--- src/rtl/wsws_pkg.sv ---
// shared constants and types of the watchdog, sleep and warm-up supervisor
package wsws_pkg;
    // register indexes; byte address is four times the index
    localparam logic [7:0] WSWS_IDX_WDT  = 8'h1E;
    localparam logic [7:0] WSWS_IDX_OPT  = 8'h20;
    localparam logic [7:0] WSWS_IDX_STAT = 8'h21;
    // watchdog register fields
    localparam int         WSWS_WDT_FLAG_BIT = 3;
    localparam logic [2:0] WSWS_WDT_SEL_RST  = 3'h0;
    // option register fields
    localparam int         WSWS_OPT_RANGE_BIT = 3;
    localparam int         WSWS_OPT_WDT_BIT   = 4;
    localparam int         WSWS_OPT_BOR_BIT   = 5;
    localparam int         WSWS_OPT_LVL_BIT   = 6;
    localparam int         WSWS_OPT_PIN_BIT   = 7;
    localparam logic [7:0] WSWS_OPT_RST       = 8'h78;
    // oscillator type codes
    localparam logic [2:0] WSWS_OSC_EXT  = 3'h0;
    localparam logic [2:0] WSWS_OSC_IRC  = 3'h3;
    localparam logic [2:0] WSWS_OSC_ERC  = 3'h4;
    localparam logic [2:0] WSWS_OSC_CER  = 3'h5;
    localparam logic [2:0] WSWS_OSC_XTL  = 3'h6;
    localparam logic [2:0] WSWS_OSC_X32K = 3'h7;
    // warm-up lengths in oscillator clocks
    localparam int WSWS_WARM_POR_LO = 4096;
    localparam int WSWS_WARM_POR_HI = 16384;
    localparam int WSWS_WARM_RC     = 128;
    localparam int WSWS_WARM_XTAL   = 4096;
    // watchdog tick periods per millisecond of timeout
    localparam int WSWS_WDT_TICKS_PER_MS = 1;

    typedef enum logic [4:0] {
        WSWS_ST_RESET = 5'h01,
        WSWS_ST_WARM  = 5'h02,
        WSWS_ST_RUN   = 5'h04,
        WSWS_ST_LIGHT = 5'h08,
        WSWS_ST_DEEP  = 5'h10
    } wsws_state_t;

    // timeout in milliseconds for a select code
    function automatic int wsws_wdt_ms(input logic [2:0] sel);
        int ms;
        case (sel)
            3'h0:    ms = 4096;
            3'h1:    ms = 1024;
            3'h2:    ms = 256;
            3'h3:    ms = 128;
            3'h4:    ms = 64;
            3'h5:    ms = 16;
            3'h6:    ms = 4;
            default: ms = 1;
        endcase
        return ms;
    endfunction : wsws_wdt_ms
endpackage : wsws_pkg

--- src/rtl/wsws_top.sv ---
// watchdog, sleep mode, brownout and warm-up supervisor with apb registers
//
// Functional notes
// - watchdog counts own rc ticks, also deep sleep
// - watchdog overflow forces full device reset
// - option bit enables watchdog, default on
// - select bits pick timeout 4096ms down to 1ms
// - read-only bit 3 flags watchdog reset
// - any watchdog register access restarts count
// - light sleep halts cpu, peripherals keep running
// - deep sleep stops oscillator; watchdog, comparator run
// - light sleep wakes on any interrupt
// - deep sleep wakes on port, comparator, watchdog; here a watchdog overflow in deep sleep resets the device instead
// - wake runs service routine before next instruction
// - enabled comparator change wakes either sleep mode
// - power-on or pin reset waits 4096/16384 clocks
// - other resets wait 128 rc or 4096 clocks
// - brownout holds reset while supply is low
// - options enable brownout and choose its threshold
// - three option bits choose oscillator type
// - range option bit chooses oscillator range
// - reset pin option or port bit function
//
// The APB slave port is this design's own decision.
`timescale 1ns/1ns
`default_nettype none
module wsws_top
    import wsws_pkg::*;
#(
    parameter int WDT_CNT_W        = 13,
    parameter int WDT_TICKS_PER_MS = WSWS_WDT_TICKS_PER_MS,
    parameter int WARM_POR_LO      = WSWS_WARM_POR_LO,
    parameter int WARM_POR_HI      = WSWS_WARM_POR_HI,
    parameter int WARM_RC          = WSWS_WARM_RC,
    parameter int WARM_XTAL        = WSWS_WARM_XTAL
) (
    input  wire logic        CORE_CLK,
    input  wire logic        RST,
    input  wire logic        PSEL,
    input  wire logic        PENABLE,
    input  wire logic        PWRITE,
    input  wire logic [7:0]  PADDR,
    input  wire logic [31:0] PWDATA,
    output logic      [31:0] PRDATA,
    output logic             PREADY,
    output logic             PSLVERR,
    input  wire logic        WDT_RC_TICK,
    input  wire logic        LIGHT_SLEEP_REQ,
    input  wire logic        DEEP_SLEEP_REQ,
    input  wire logic        IRQ_ANY,
    input  wire logic        PORT_IRQ,
    input  wire logic        CMP_IRQ_EN,
    input  wire logic        COMPARATOR_RESULT_BIT,
    input  wire logic        SUPPLY_LOW_HI_TH,
    input  wire logic        SUPPLY_LOW_LO_TH,
    input  wire logic        RESET_PIN_N,
    output logic             SYS_RESET,
    output logic             CPU_RUN,
    output logic             OSC_RUN,
    output logic             PERIPH_RUN,
    output logic             WDT_RUN,
    output logic             CMP_RUN,
    output logic             ISR_FIRST,
    output logic             PORT_A_BIT3_GPIO
);
    localparam int WARM_W = 15;

    wsws_state_t        state;
    wsws_state_t        next_state;
    logic [7:0]         opt;
    logic               opt_locked;
    logic [2:0]         wdt_sel;
    logic               wdt_flag;
    logic               rst_long;
    logic               next_rst_long;
    logic               warm_rst;
    logic               next_warm_rst;
    logic               isr_pend;
    logic               cmp_prev;
    logic               wdt_ovf;
    logic [WDT_CNT_W-1:0] wdt_count;
    logic [WDT_CNT_W-1:0] wdt_load;
    logic               warm_start;
    logic               warm_busy;
    logic               warm_done;
    logic [WARM_W-1:0]  warm_len;
    logic               acc;
    logic               acc_wr;
    logic [7:0]         idx;
    logic               hit_wdt;
    logic               hit_opt;
    logic               hit_stat;
    logic               wdt_restart;
    logic               wdt_en;
    logic               wdt_go;
    logic               bor_low;
    logic               pin_rst;
    logic               cmp_wake;
    logic               osc_rc;
    logic               wake_evt;

    // apb decode; a transfer completes on psel, penable and pready
    assign idx      = {2'b00, PADDR[7:2]};
    assign hit_wdt  = idx == WSWS_IDX_WDT;
    assign hit_opt  = idx == WSWS_IDX_OPT;
    assign hit_stat = idx == WSWS_IDX_STAT;
    assign acc      = PSEL && PENABLE && PREADY;
    assign acc_wr   = acc && PWRITE;

    // one wait state, answer registered
    always_ff @(posedge CORE_CLK or posedge RST) begin
        if (RST) begin
            PREADY  <= 1'b0;
            PSLVERR <= 1'b0;
            PRDATA  <= 32'h0;
        end else if (PSEL && PENABLE && !PREADY) begin
            PREADY  <= 1'b1;
            PSLVERR <= !(hit_wdt || hit_opt || hit_stat);
            PRDATA  <= 32'h0;
            if (!PWRITE && hit_wdt) begin
                PRDATA <= {28'h0, wdt_flag, wdt_sel};
            end else if (!PWRITE && hit_opt) begin
                PRDATA <= {23'h0, opt_locked, opt};
            end else if (!PWRITE && hit_stat) begin
                PRDATA <= {27'h0, state};
            end
        end else begin
            PREADY  <= 1'b0;
            PSLVERR <= 1'b0;
            PRDATA  <= 32'h0;
        end
    end

    // factory options, settable once then locked until power-on
    always_ff @(posedge CORE_CLK or posedge RST) begin
        if (RST) begin
            opt        <= WSWS_OPT_RST;
            opt_locked <= 1'b0;
        end else if (acc_wr && hit_opt && !opt_locked) begin
            opt        <= PWDATA[7:0];
            opt_locked <= 1'b1;
        end
    end

    assign wdt_en  = opt[WSWS_OPT_WDT_BIT];
    assign osc_rc  = opt[2:0] == WSWS_OSC_IRC || opt[2:0] == WSWS_OSC_ERC;
    assign pin_rst = !opt[WSWS_OPT_PIN_BIT] && !RESET_PIN_N;
    // low level option picks the lower threshold
    assign bor_low = opt[WSWS_OPT_BOR_BIT]
                     && (opt[WSWS_OPT_LVL_BIT] ? SUPPLY_LOW_LO_TH : SUPPLY_LOW_HI_TH);

    // watchdog timeout select, writable bits 2:0
    always_ff @(posedge CORE_CLK or posedge RST) begin
        if (RST) begin
            wdt_sel <= WSWS_WDT_SEL_RST;
        end else if (acc_wr && hit_wdt) begin
            wdt_sel <= PWDATA[2:0];
        end
    end

    // overflow flag: set wins, cleared only by power-on or pin reset
    always_ff @(posedge CORE_CLK or posedge RST) begin
        if (RST) begin
            wdt_flag <= 1'b0;
        end else if (wdt_ovf) begin
            wdt_flag <= 1'b1;
        end else if (pin_rst) begin
            wdt_flag <= 1'b0;
        end
    end

    assign wdt_restart = acc && hit_wdt;
    assign wdt_go      = wdt_en && state != WSWS_ST_RESET;
    assign wdt_load    = WDT_CNT_W'(wsws_wdt_ms(wdt_sel) * WDT_TICKS_PER_MS - 1);

    wsws_wdt #(
        .CNT_W (WDT_CNT_W)
    ) u_wdt (
        .clk      (CORE_CLK),
        .rst      (RST),
        .run      (wdt_go),
        .tick     (WDT_RC_TICK),
        .restart  (wdt_restart),
        .load     (wdt_load),
        .overflow (wdt_ovf),
        .count    (wdt_count)
    );

    // comparator result change detect
    always_ff @(posedge CORE_CLK or posedge RST) begin
        if (RST) begin
            cmp_prev <= 1'b0;
        end else begin
            cmp_prev <= COMPARATOR_RESULT_BIT;
        end
    end

    assign cmp_wake = CMP_IRQ_EN && (COMPARATOR_RESULT_BIT != cmp_prev);

    // sequencer
    always_comb begin
        next_state    = state;
        next_rst_long = rst_long;
        next_warm_rst = warm_rst;
        wake_evt      = 1'b0;
        if (pin_rst || bor_low) begin
            next_state    = WSWS_ST_RESET;
            next_rst_long = rst_long || pin_rst;
        end else if (wdt_ovf) begin
            next_state    = WSWS_ST_RESET;
            next_rst_long = 1'b0;
        end else begin
            case (state)
                WSWS_ST_RESET: begin
                    next_state    = WSWS_ST_WARM;
                    next_warm_rst = 1'b1;
                end
                WSWS_ST_WARM: begin
                    if (warm_done) begin
                        next_state = WSWS_ST_RUN;
                    end
                end
                WSWS_ST_RUN: begin
                    next_rst_long = 1'b0;
                    if (DEEP_SLEEP_REQ) begin
                        next_state = WSWS_ST_DEEP;
                    end else if (LIGHT_SLEEP_REQ) begin
                        next_state = WSWS_ST_LIGHT;
                    end
                end
                WSWS_ST_LIGHT: begin
                    if (IRQ_ANY || cmp_wake) begin
                        next_state = WSWS_ST_RUN;
                        wake_evt   = 1'b1;
                    end
                end
                WSWS_ST_DEEP: begin
                    if (PORT_IRQ || cmp_wake) begin
                        next_state    = WSWS_ST_WARM;
                        next_warm_rst = 1'b0;
                        wake_evt      = 1'b1;
                    end
                end
                default: begin
                    next_state = WSWS_ST_RESET;
                end
            endcase
        end
    end

    always_ff @(posedge CORE_CLK or posedge RST) begin
        if (RST) begin
            state    <= WSWS_ST_RESET;
            rst_long <= 1'b1;
            warm_rst <= 1'b1;
        end else begin
            state    <= next_state;
            rst_long <= next_rst_long;
            warm_rst <= next_warm_rst;
        end
    end

    // service routine runs first after an interrupt wake
    always_ff @(posedge CORE_CLK or posedge RST) begin
        if (RST) begin
            isr_pend  <= 1'b0;
            ISR_FIRST <= 1'b0;
        end else if (next_state == WSWS_ST_RESET) begin
            isr_pend  <= 1'b0;
            ISR_FIRST <= 1'b0;
        end else if (wake_evt) begin
            isr_pend  <= 1'b1;
            ISR_FIRST <= 1'b0;
        end else begin
            ISR_FIRST <= isr_pend && state == WSWS_ST_RUN;
            if (state == WSWS_ST_RUN) begin
                isr_pend <= 1'b0;
            end
        end
    end

    // warm-up starts on every entry into the warm state
    assign warm_start = next_state == WSWS_ST_WARM && state != WSWS_ST_WARM;

    always_comb begin
        if (next_warm_rst && next_rst_long) begin
            warm_len = opt[WSWS_OPT_RANGE_BIT] ? WARM_W'(WARM_POR_HI)
                                               : WARM_W'(WARM_POR_LO);
        end else begin
            warm_len = osc_rc ? WARM_W'(WARM_RC) : WARM_W'(WARM_XTAL);
        end
    end

    wsws_warmup #(
        .CNT_W (WARM_W)
    ) u_warm (
        .clk   (CORE_CLK),
        .rst   (RST),
        .start (warm_start),
        .len   (warm_len),
        .busy  (warm_busy),
        .done  (warm_done)
    );

    // registered outputs follow the next state, the port bit 3 gpio select follows the pin option
    always_ff @(posedge CORE_CLK or posedge RST) begin
        if (RST) begin
            SYS_RESET        <= 1'b1;
            CPU_RUN          <= 1'b0;
            OSC_RUN          <= 1'b1;
            PERIPH_RUN       <= 1'b0;
            WDT_RUN          <= 1'b0;
            CMP_RUN          <= 1'b0;
            PORT_A_BIT3_GPIO <= 1'b0;
        end else begin
            SYS_RESET        <= next_state == WSWS_ST_RESET
                                || (next_state == WSWS_ST_WARM && next_warm_rst);
            CPU_RUN          <= next_state == WSWS_ST_RUN;
            OSC_RUN          <= next_state != WSWS_ST_DEEP;
            PERIPH_RUN       <= next_state == WSWS_ST_RUN
                                || next_state == WSWS_ST_LIGHT;
            WDT_RUN          <= wdt_en && next_state != WSWS_ST_RESET;
            CMP_RUN          <= next_state != WSWS_ST_RESET;
            PORT_A_BIT3_GPIO <= opt[WSWS_OPT_PIN_BIT];
        end
    end
endmodule : wsws_top
`default_nettype wire

--- src/rtl/wsws_wdt.sv ---
// watchdog down-counter advanced by ticks of its own rc oscillator
`timescale 1ns/1ns
`default_nettype none
module wsws_wdt #(
    parameter int CNT_W = 13
) (
    input  wire logic             clk,
    input  wire logic             rst,
    input  wire logic             run,
    input  wire logic             tick,
    input  wire logic             restart,
    input  wire logic [CNT_W-1:0] load,
    output logic                  overflow,
    output logic      [CNT_W-1:0] count
);
    always_ff @(posedge clk or posedge rst) begin
        if (rst) begin
            count    <= '0;
            overflow <= 1'b0;
        end else begin
            overflow <= 1'b0;
            if (!run || restart) begin
                count <= load;
            end else if (tick) begin
                if (count == '0) begin
                    overflow <= 1'b1;
                    count    <= load;
                end else begin
                    count <= count - 1'b1;
                end
            end
        end
    end
endmodule : wsws_wdt
`default_nettype wire

--- src/rtl/wsws_warmup.sv ---
// warm-up counter of main oscillator clocks
`timescale 1ns/1ns
`default_nettype none
module wsws_warmup #(
    parameter int CNT_W = 15
) (
    input  wire logic             clk,
    input  wire logic             rst,
    input  wire logic             start,
    input  wire logic [CNT_W-1:0] len,
    output logic                  busy,
    output logic                  done
);
    logic [CNT_W-1:0] cnt;
    logic [CNT_W-1:0] elapsed;
    logic [CNT_W-1:0] len_q;

    always_ff @(posedge clk or posedge rst) begin
        if (rst) begin
            cnt  <= '0;
            busy <= 1'b0;
            done <= 1'b0;
        end else begin
            done <= 1'b0;
            if (start) begin
                cnt  <= len - 1'b1;
                busy <= 1'b1;
            end else if (busy && cnt == '0) begin
                busy <= 1'b0;
                done <= 1'b1;
            end else if (busy) begin
                cnt <= cnt - 1'b1;
            end
        end
    end

    // length actually waited
    always_ff @(posedge clk or posedge rst) begin
        if (rst) begin
            elapsed <= '0;
            len_q   <= '0;
        end else if (start) begin
            elapsed <= '0;
            len_q   <= len;
        end else if (busy) begin
            elapsed <= elapsed + 1'b1;
        end
    end
endmodule : wsws_warmup
`default_nettype wire

--- config.mk ---
export PLATFORM = sky130hd
export DESIGN_NAME = wsws_top
export DESIGN_NICKNAME = d
export VERILOG_FILES = /design/src/rtl/wsws_pkg.sv /design/src/rtl/wsws_top.sv /design/src/rtl/wsws_wdt.sv /design/src/rtl/wsws_warmup.sv
export SDC_FILE = /design/constraint.sdc
export NUM_CORES = 1
export LEC_CHECK = 0
export BUFFER_PORTS_ARGS = -buffer_cell sky130_fd_sc_hd__buf_2
export CORE_MARGIN = 2
export CORE_UTILIZATION = 53
export CTS_CLUSTER_SIZE = 16
export DETAILED_ROUTE_END_ITERATION = 10
export GPL_TIMING_DRIVEN = 0
export PLACE_DENSITY = 0.8
export SYNTH_ARGS = -nofsm -noshare
export SYNTH_HDL_FRONTEND = slang
export SYNTH_SLANG_ARGS = --single-unit
--- constraint.sdc ---
create_clock -name CORE_CLK -period 4.03 [get_ports CORE_CLK]
set_input_delay 0.806 -clock CORE_CLK [delete_from_list [all_inputs] [get_ports CORE_CLK]]
set_output_delay 0.806 -clock CORE_CLK [all_outputs]
set_load 0.02 [all_outputs]
# After elaboration in Yosys (flattened, before gate mapping)
# Index checks and enable logic that the tools add are counted.
[op_classes]
add_sub_neg = 4
eq_ne = 26
n_mux = 51
reduce_logical = 47
[op_table]
columns = ["cell", "count"]
rows = [
  ["13-bit case mux with 7 select lines", 1],
  ["15-bit 2-to-1 mux", 5],
  ["13-bit 2-to-1 mux", 4],
  ["5-bit 2-to-1 mux", 8],
  ["32-bit 2-to-1 mux", 1],
  ["15-bit by 1-bit subtractor with 15-bit output, second input constant", 2],
  ["1-bit 2-to-1 mux", 27],
  ["5-bit case mux with 5 select lines", 1],
  ["1-bit logical AND", 21],
  ["9-bit 2-to-1 mux", 2],
  ["15-bit zero test", 1],
  ["13-bit zero test", 1],
  ["13-bit by 1-bit subtractor with 13-bit output, second input constant", 1],
  ["13-bit by 2-bit subtractor with 13-bit output, second input constant", 1],
  ["3-bit equality test, second input constant", 4],
  ["6-bit equality test, second input constant", 2],
  ["5-bit by 1-bit equality test with 1-bit output, second input constant", 2],
  ["5-bit by 2-bit equality test with 1-bit output, second input constant", 2],
  ["5-bit by 3-bit equality test with 1-bit output, second input constant", 2],
  ["5-bit by 4-bit equality test with 1-bit output, second input constant", 2],
  ["1-bit logical OR", 10],
  ["5-bit by 1-bit != test with 1-bit output, second input constant", 2],
  ["3-bit by 2-bit equality test with 1-bit output, second input constant", 3],
  ["2-bit nonzero test", 4],
  ["other kinds (12)", 19],
]
[word_totals]
ff_bits = 95
input_bits = 55
output_inout_bits = 42
wordCells = 153

# Longest topological paths before layout
# Gate-level depths: netlist of run 1.
[logic_depth]
word_depth = 11
mapped_depth = 12
depth_no_buf = 10

# By module
# From an unflattened synthesis of run 1, not the netlist that was laid out.
[hier_totals]
hier_cells = 471
area_unflattened_um2 = 4425.5
[by_module_without_submodules]
columns = ["mod", "instances", "cells_each", "area_each_um2", "seq_area_each_um2"]
rows = [
  ["wsws_top", 1, 198, 2072.0, 1037.2],
  ["wsws_warmup", 1, 166, 1378.8, 425.4],
  ["wsws_wdt", 1, 107, 974.7, 350.3],
]

# Worst setup path after synthesis of run 1
# OpenSTA, ideal clock, no wires.
[synth_path]
path_type = "input port to flip-flop"
startpoint = "input SUPPLY_LOW_LO_TH"
endpoint = "register u_warm.cnt[10]"
setup_time_ns = 0.078
t_arrival_ns = 3.027
required_ns = 3.952
path_slack_ns = 0.926
stages = 11
path_buffers = 2
cell_sequence = "mux2_2 a211o_1 a21oi_1 nand3_1 clkbuf_1 nand2_1 ha_1 clkbuf_1 nand3_1 xor2_1 a21oi_1"
[synth_between]
elab_chain_len = 8
elab_cells_between_ends = 15
classes_between = "1 x add/sub; 2 x eq/ne; 6 x mux; 6 x reduce/logical"
[synth_lines]
columns = ["element", "line", "text"]
rows = [
  ["start, declared", "wsws_top.sv:55", "input wire logic SUPPLY_LOW_LO_TH,"],
  ["1-bit 2-to-1 mux (*)", "wsws_top.sv:150", "&& (opt[WSWS_OPT_LVL_BIT] ? SUPPLY_LOW_LO_TH : SUPPLY_LOW_HI_TH);"],
  ["1-bit logical AND (*)", "wsws_top.sv:150", ""],
  ["1-bit logical OR (*)", "wsws_top.sv:206", "if (pin_rst || bor_low) begin"],
  ["1-bit 2-to-1 mux / 5-bit 2-to-1 mux (equally long branches)", "wsws_top.sv:206", ""],
  ["1-bit logical AND / 5-bit by 2-bit equality test with 1-bit output (equally long branches)", "wsws_top.sv:286, wsws_top.sv:283", ""],
  ["15-bit 2-to-1 mux / 1-bit logical AND (equally long branches)", "wsws_top.sv:286, wsws_top.sv:283", ""],
  ["15-bit by 1-bit subtractor with 15-bit output, or another cell as far along", "wsws_warmup.sv:26", "cnt <= len - 1'b1;"],
  ["15-bit 2-to-1 mux / 2-bit AND reduction (equally long branches)", "-", ""],
  ["end signal, assigned", "wsws_warmup.sv:26", ""],
  ["end signal, assigned", "wsws_warmup.sv:32", "cnt <= cnt - 1'b1;"],
  ["end, declared", "wsws_warmup.sv:14", "logic [CNT_W-1:0] cnt;"],
]
# Every way passes the cells marked *; elsewhere a longest branch is shown, timed or not.
# A chain may end at the register's enable or synchronous reset.

# Worst setup path in the final report of run 1
[layout_path]
startpoint = "register state[0]"
endpoint = "register u_warm.cnt[10]"
[layout_between]
elab_chain_len = 9
elab_cells_between_ends = 29
classes_between = "1 x add/sub; 8 x eq/ne; 16 x mux; 4 x reduce/logical"
[layout_lines]
columns = ["element", "line", "text"]
rows = [
  ["start, declared", "wsws_top.sv:68", "wsws_state_t state;"],
  ["start signal, assigned", "wsws_top.sv:257", "state <= next_state;"],
  ["parallel branches: the longest is 9 deep, another holds 15-bit by 1-bit subtractor with 15-bit output", "-", ""],
]
# Several ways; the timed one is not identified.

==> results.json, run 1 <==
{
  "cts_sinks": 72,
  "final_util_pct": 64.30,
  "ys_warn_count": 0,
  "antenna_cells": 0,
  "p_leak_nw": 2.033,
  "synth_cell_types": 62,
  "period_minus_slack_ps": 3638,
  "worst_pin_slew_ps": 1016,
  "overflow": 0,
  "fin_cells": 569,
  "syn_area_sq_um": 3777,
  "hold_path_class": "flop to flop",
  "post_cts_buffers": 0,
  "crit_fanout": 10,
  "status": "completed",
  "synthArstFlopShare_pct": 100.0,
  "place_area_sq_um": 4213,
  "grtUsageTotal_pct": 21.72,
  "start_util_pct": 55.29,
  "first_pass_iters": 5,
  "drive_gt1_share_pct": 26.64,
  "vias": 3103,
  "dp_hpwl_mm": 5.706,
  "die_area_sq_um": 7818,
  "die_x_um": 88.42,
  "ios": 97,
  "port-buffer-count": 46,
  "vdd_drop_max_v": 0.0002506,
  "tns_ps": 0,
  "fin_worst_skew_ps": 13.37,
  "setup_violations": 0,
  "wire_per_inst_um": 13.95,
  "synth-seq-cells": 72,
  "cts_resized": 0,
  "place_congestion": 0.9090,
  "seq_area_frac_synth_pct": 48.00,
  "seq_area_sq_um": 1813,
  "drc": 0,
  "nNetsFinal": 525,
  "pre_cts_ws_ps": 235.9,
  "cap_viol_max_count": 0,
  "synth_edf_count": 0,
  "worstSetupStartpointType": "flop",
  "h-tree-depth": 3,
  "core_area_sq_um": 6832,
  "end_kind": "flop",
  "crit_required_ps": 4310,
  "grt_start_max_net_pins": 73,
  "synth_flop_cell": "dfrtp_1",
  "maxSlewViolCount": 0,
  "max_slew_margin_pct": 31.71,
  "clockBufferDepth": 2,
  "postCtsHoldBufs": 0,
  "grt_pass1_vias": 2906,
  "finalPower_mw": 1.867,
  "dp.cells": 553,
  "critical_path_class": "flop to flop",
  "cts_tree": "done",
  "grt_pass1_wl_mm": 13.11,
  "antenna_left": 0,
  "hold_viol_final": 0,
  "grt_antenna_before_repair": 0,
  "synthCells": 389,
  "holdWs_ps": 452.3,
  "multi_input_area_sq_um": 1772,
  "layout_setup_ws_ps": 391.6,
  "power.density_nw_per_um2": 425.0,
  "rsz0062_at_grt": "false",
  "cts_root_buf": "clkbuf_8",
  "post-route-period-util_pct": 90.28,
  "wl_mm": 7.940,
  "design_area_sq_um": 4393,
  "die_y_um": 88.42,
  "vias_per_cell": 5.453,
  "rows": 30,
  "maxClockFrequency_ghz": 0.2748,
  "clkTransAtPathRegs_ps": 80,
  "insertion_delay_ps": 360,
  "critPathArrivalTime_ps": 3920,
  "post_synth.cell_area_avg_sq_um": 9.710,
  "syn_to_final_growth_pct": 16.30,
  "drt_iter0_drc": 128,
  "fill_cells": 592,
  "cts_buffers": 9
}
## synth_stat cells (5+ instances only)
cell	number	share of area (%)
dfrtp_1	63	42
a21oi_1	37	4.9
nor2_1	36	3.6
buf_4	23	4.6
nand2_1	22	2.2
nor3_1	18	2.4
inv_1	16	1.6
mux2_2	12	3.6
o21ai_0	12	1.6
clkbuf_1	10	0.99
dfstp_2	9	6.3
mux2i_1	8	2.1
nor4_1	8	1.3
xnor2_1	8	1.9
nand3_1	7	0.93
and3_1	6	0.99
or3_1	6	0.99
and2_1	5	0.83
o22ai_1	5	0.83
or2_2	5	0.83
or4_1	5	0.99
xor2_1	5	1.2
## metal layers
layer,up-vias,global-route usage (%),share of wire (%),wire [um]
met4,0,9.091,1.8,141
met5,-,0,0,0
met2,119,36.09,49,3895
met1,1463,27.18,42,3339
li1,1508,-,-,-
met3,13,5.317,7.1,564
## final timing paths
kind / cells past startpoint / to / slack [ps] / from
max in group asynchronous: 2 / u_warm.cnt[5] / 2870 / RST
max: 12 / u_warm.cnt[10] / 390 / state[0]
min: 0 / PORT_A_BIT3_GPIO / 450 / opt[7]
min reg2reg: 0 / PORT_A_BIT3_GPIO / 450 / opt[7]
min in group asynchronous: 2 / u_wdt.count[8] / 620 / RST
max reg2reg: 12 / u_warm.cnt[10] / 390 / state[0]
## power breakdown
group	leakage [nW]	internal [mW]	switching (mW)	total [mW]
Combinational	1.09	0.187	0.263	0.449
Clock	0.0898	0.228	0.300	0.529
Sequential	0.855	0.806	0.0837	0.889
Total	2.03	1.22	0.647	1.87
## layout make-up
type	instances	share of cell area [%]
sequential	72	41.27
multi-input combinational	289	40.33
timing repair buffer	46	5.241
buffer	34	4.899
clock buffer	9	2.820
tap	96	2.734
inverter	16	1.424
clock inverter	7	1.282
## kinds of logic after synthesis
family	after synthesis	share of synthesized area (%)
buf+inv	50	7.287
fa+ha+maj	2	0.6624
flops	72	48.00
compound gates	85	14.28
xor+xnor	13	3.014
mux	21	6.095
other cells	1	0.09928
simple gates	145	20.57
## worst max-delay path, stage by stage, from the launching register on
cell and delay [ps]:
dfstp_2 520, clkbuf_1 320, nor2b_1 270, nand2_1 180, a21oi_1 420, nand3_1 380
clkbuf_1 350, nand2_1 140, ha_1 190, clkbuf_1 360, nand3_1 160, xor2_1 170
a21oi_1 140
## layout by cell type, fill, tap and decap left out, types with 6 or more instances in the layout
| cell | instances |
|---|---|
| buf_2 | 47 |
| conb_1 | 23 |
| and3_1 | 6 |
| inv_1 | 15 |
| nor2_1 | 36 |
| clkbuf_1 | 10 |
| mux2_2 | 12 |
| or3_1 | 6 |
| nand3_1 | 7 |
| dfstp_2 | 9 |
| o21ai_0 | 12 |
| nand2_1 | 22 |
| nor3_1 | 18 |
| xnor2_1 | 8 |
| nor4_1 | 8 |
| mux2i_1 | 8 |
| buf_4 | 23 |
| dfrtp_1 | 63 |
| a21oi_1 | 37 |
| clkbuf_8 | 9 |
## registers in the layout, indices dropped and copies added (netlist names), 3 cells and up
| name | cells |
|---|---|
| PRDATA | 9 |
| opt | 8 |
| state | 5 |
| u_warm.cnt | 15 |
| u_wdt.count | 13 |
| wdt_sel | 3 |
Note: power is estimated with default switching activity, not from simulation.
==> run 2, diff against run 1 <==
--- a/config.mk
+++ b/config.mk
@@ -6,12 +6,16 @@
 export NUM_CORES = 1
 export LEC_CHECK = 0
 export BUFFER_PORTS_ARGS = -buffer_cell sky130_fd_sc_hd__buf_2
+export CELL_PAD_IN_SITES_DETAIL_PLACEMENT = 0
+export CELL_PAD_IN_SITES_GLOBAL_PLACEMENT = 1
 export CORE_MARGIN = 2
-export CORE_UTILIZATION = 53
+export CORE_UTILIZATION = 42
 export CTS_CLUSTER_SIZE = 16
 export DETAILED_ROUTE_END_ITERATION = 10
 export GPL_TIMING_DRIVEN = 0
-export PLACE_DENSITY = 0.8
+export PLACE_DENSITY_LB_ADDON = 0.1
+export SETUP_SLACK_MARGIN = 0.3
 export SYNTH_ARGS = -nofsm -noshare
 export SYNTH_HDL_FRONTEND = slang
+export SYNTH_HIERARCHICAL = 1
 export SYNTH_SLANG_ARGS = --single-unit
==> results.json, run 2 <==
{
  "vias": 3920,
  "synth_cell_types": 70,
  "core_area_sq_um": 10280,
  "start_util_pct": 43.06,
  "syn_area_sq_um": 4425,
  "die_x_um": 106.7,
  "grt_pass1_wl_mm": 18.77,
  "layout_common_cells": "68 x conb_1, 63 x dfrtp_1, 47 x buf_2, 44 x buf_4, 39 x nor2_1",
  "tns_ps": 0,
  "rr_worst_depth": 16,
  "layout_setup_ws_ps": 262.3,
  "yosysMostFrequentCell": "dfrtp_1",
  "worstSetupStartpointType": "flop",
  "first_pass_iters": 4,
  "crit_required_ps": 4260,
  "die_area_sq_um": 11370,
  "vdd_drop_max_v": 0.0002137,
  "rows": 37,
  "rsz0062_at_grt": "true",
  "pre_cts_ws_ps": -801.0,
  "place_congestion": 0.8436,
  "postCtsHoldBufs": 0,
  "cts_tree": "done",
  "period_minus_slack_ps": 3768,
  "maxClockFrequency_ghz": 0.2654,
  "layout_commonest_cell": "conb_1",
  "antenna_cells": 0,
  "grtUsageTotal_pct": 20.67,
  "finalPower_mw": 2.440,
  "cap_viol_max_count": 0,
  "synthCells": 471,
  "p_leak_nw": 2.642,
  "antenna_left": 0,
  "final_util_pct": 55.13,
  "synthArstFlopShare_pct": 100.0,
  "syn_to_final_growth_pct": 28.02,
  "drc": 0,
  "max_slew_margin_pct": 44.69,
  "port-buffer-count": 46,
  "seq_area_frac_synth_pct": 40.97,
  "status": "completed",
  "top_regs": "u_warm/cnt: 15 flops, u_wdt/count: 13 flops, PRDATA: 9 flops",
  "synth_area_leaders": "dfrtp_1 36%, dfstp_2 5.3%, buf_4 3.9%, mux2i_1 3.8%, nor2_1 3.4%",
  "fin_worst_skew_ps": 17.78,
  "post-route-period-util_pct": 93.49,
  "hold_path_class": "flop to flop",
  "h-tree-depth": 3,
  "yosys.area.top_type": "dfrtp_1",
  "insertion_delay_ps": 350,
  "cts_root_buf": "clkbuf_8",
  "synth_flop_cell": "dfrtp_1",
  "yosys.area.top_type_share_pct": 35.62,
  "overflow": 0,
  "synth-seq-cells": 72,
  "clkTransAtPathRegs_ps": 80,
  "top_register": "u_warm/cnt",
  "grt_start_max_net_pins": 42,
  "drt_iter0_drc": 171,
  "ios": 97,
  "wire_per_inst_um": 14.72,
  "clockBufferDepth": 2,
  "largest_reg_flops": 15,
  "vias_per_cell": 5.185,
  "critPathArrivalTime_ps": 4000,
  "crit_fanout": 8,
  "maxSlewViolCount": 0,
  "end_kind": "flop",
  "ys_warn_count": 6,
  "synth_common_cells": "63 x dfrtp_1, 40 x nor2_1, 26 x a21oi_1, 26 x nand2_1, 23 x buf_4",
  "grt_pass1_vias": 3847,
  "post_synth.cell_area_avg_sq_um": 9.396,
  "power.density_nw_per_um2": 430.7,
  "grt_antenna_before_repair": 0,
  "setup_violations": 0,
  "dp_hpwl_mm": 7.951,
  "worst_pin_slew_ps": 827.8,
  "synth_edf_count": 0,
  "wl_mm": 11.13,
  "min_path_cells": 0,
  "cts_buffers": 9,
  "die_y_um": 106.7,
  "cts_sinks": 72,
  "drive_gt1_share_pct": 28.23,
  "critical_path_class": "flop to flop",
  "hold_viol_final": 0,
  "nNetsFinal": 673
}
==> run 2: logic make-up after synthesis <==
kind of cell	count (synthesis)	synth area share, %
and+or+nand+nor	189	25.13
muxes	30	7.153
AOI/OAI and AO/OA	111	17.42
other	1	0.08474
buffers and inverters	59	7.210
xor gates and xnor gates	6	1.187
adders and majority gates	3	0.8483
DFF	72	40.97
==> run 2: final timing paths <==
path                             start          endpoint  slack (ps)
max in group asynchronous          RST  PORT_A_BIT3_GPIO        2870
worst max register to register  opt[6]    u_warm/cnt[14]         260
min in group asynchronous          RST    u_wdt/count[3]         530
worst min-delay path            opt[7]  PORT_A_BIT3_GPIO         450
worst min register to register  opt[7]  PORT_A_BIT3_GPIO         450
worst max-delay path            opt[6]    u_warm/cnt[14]         260
==> run 2: layer usage <==
metal / track usage [%] / part of all wire (%) / vias up
met1: 28.05 / 45 / 1877
met4: 7.514 / 1.2 / 0
li1: - / - / 1930
met5: 0 / 0 / -
met2: 34.17 / 49 / 100
met3: 2.371 / 4.9 / 13
==> run 2: through the flow <==
stage	hold WS, ps	area [sq um]	instances
2_1_floorplan	398.7	4792	538
3_3_place_gp	441.6	5192	720
3_5_place_dp	438.6	5192	720
4_1_cts	456.3	5570	752
5_1_grt	477.7	5665	756
6_report	449.9	5665	756
==> run 2: area by class of cell <==
| class | instances | area (sq um) |
|---|---|---|
| Buffer | 41 | 306.5 |
| Clock buffer | 11 | 151.4 |
| Clock inverter | 5 | 55.05 |
| Fill cell | 956 | 4612 |
| Inverter | 18 | 70.07 |
| Multi-Input combinational cell | 407 | 2719 |
| Sequential cell | 72 | 1813 |
| Tap cell | 136 | 170.2 |
| Timing Repair Buffer | 66 | 380.4 |
==> run 2: critical path, stage by stage, from the launching register on <==
cell	delay, ps
dfstp_2	540
mux2_4	310
a211o_1	320
a221oi_4	270
inv_4	80
a21oi_4	170
buf_6	140
clkbuf_16	120
buf_8	110
mux2i_4	250
ha_4	180
nor4b_4	240
o22ai_2	170
buf_8	170
nor4b_4	270
mux2i_1	210
mux2i_1	80
==> run 2: power breakdown <==
| part | internal [mW] | leakage, nW | total (mW) | switching, mW |
|---|---|---|---|---|
| logic | 0.391 | 1.65 | 0.854 | 0.463 |
| registers | 0.838 | 0.887 | 0.991 | 0.153 |
| clock network | 0.318 | 0.101 | 0.595 | 0.278 |
| total | 1.55 | 2.64 | 2.44 | 0.894 |
==> run 2: repair_timing <==
| item | CTS | global route |
|---|---|---|
| setup buffers | 16 | 4 |
| gates resized for setup | 12 | 16 |
| hold endpoints to repair | 0 | 0 |
| setup endpoints to repair | 8 | 10 |
| pin swaps | 4 | 7 |
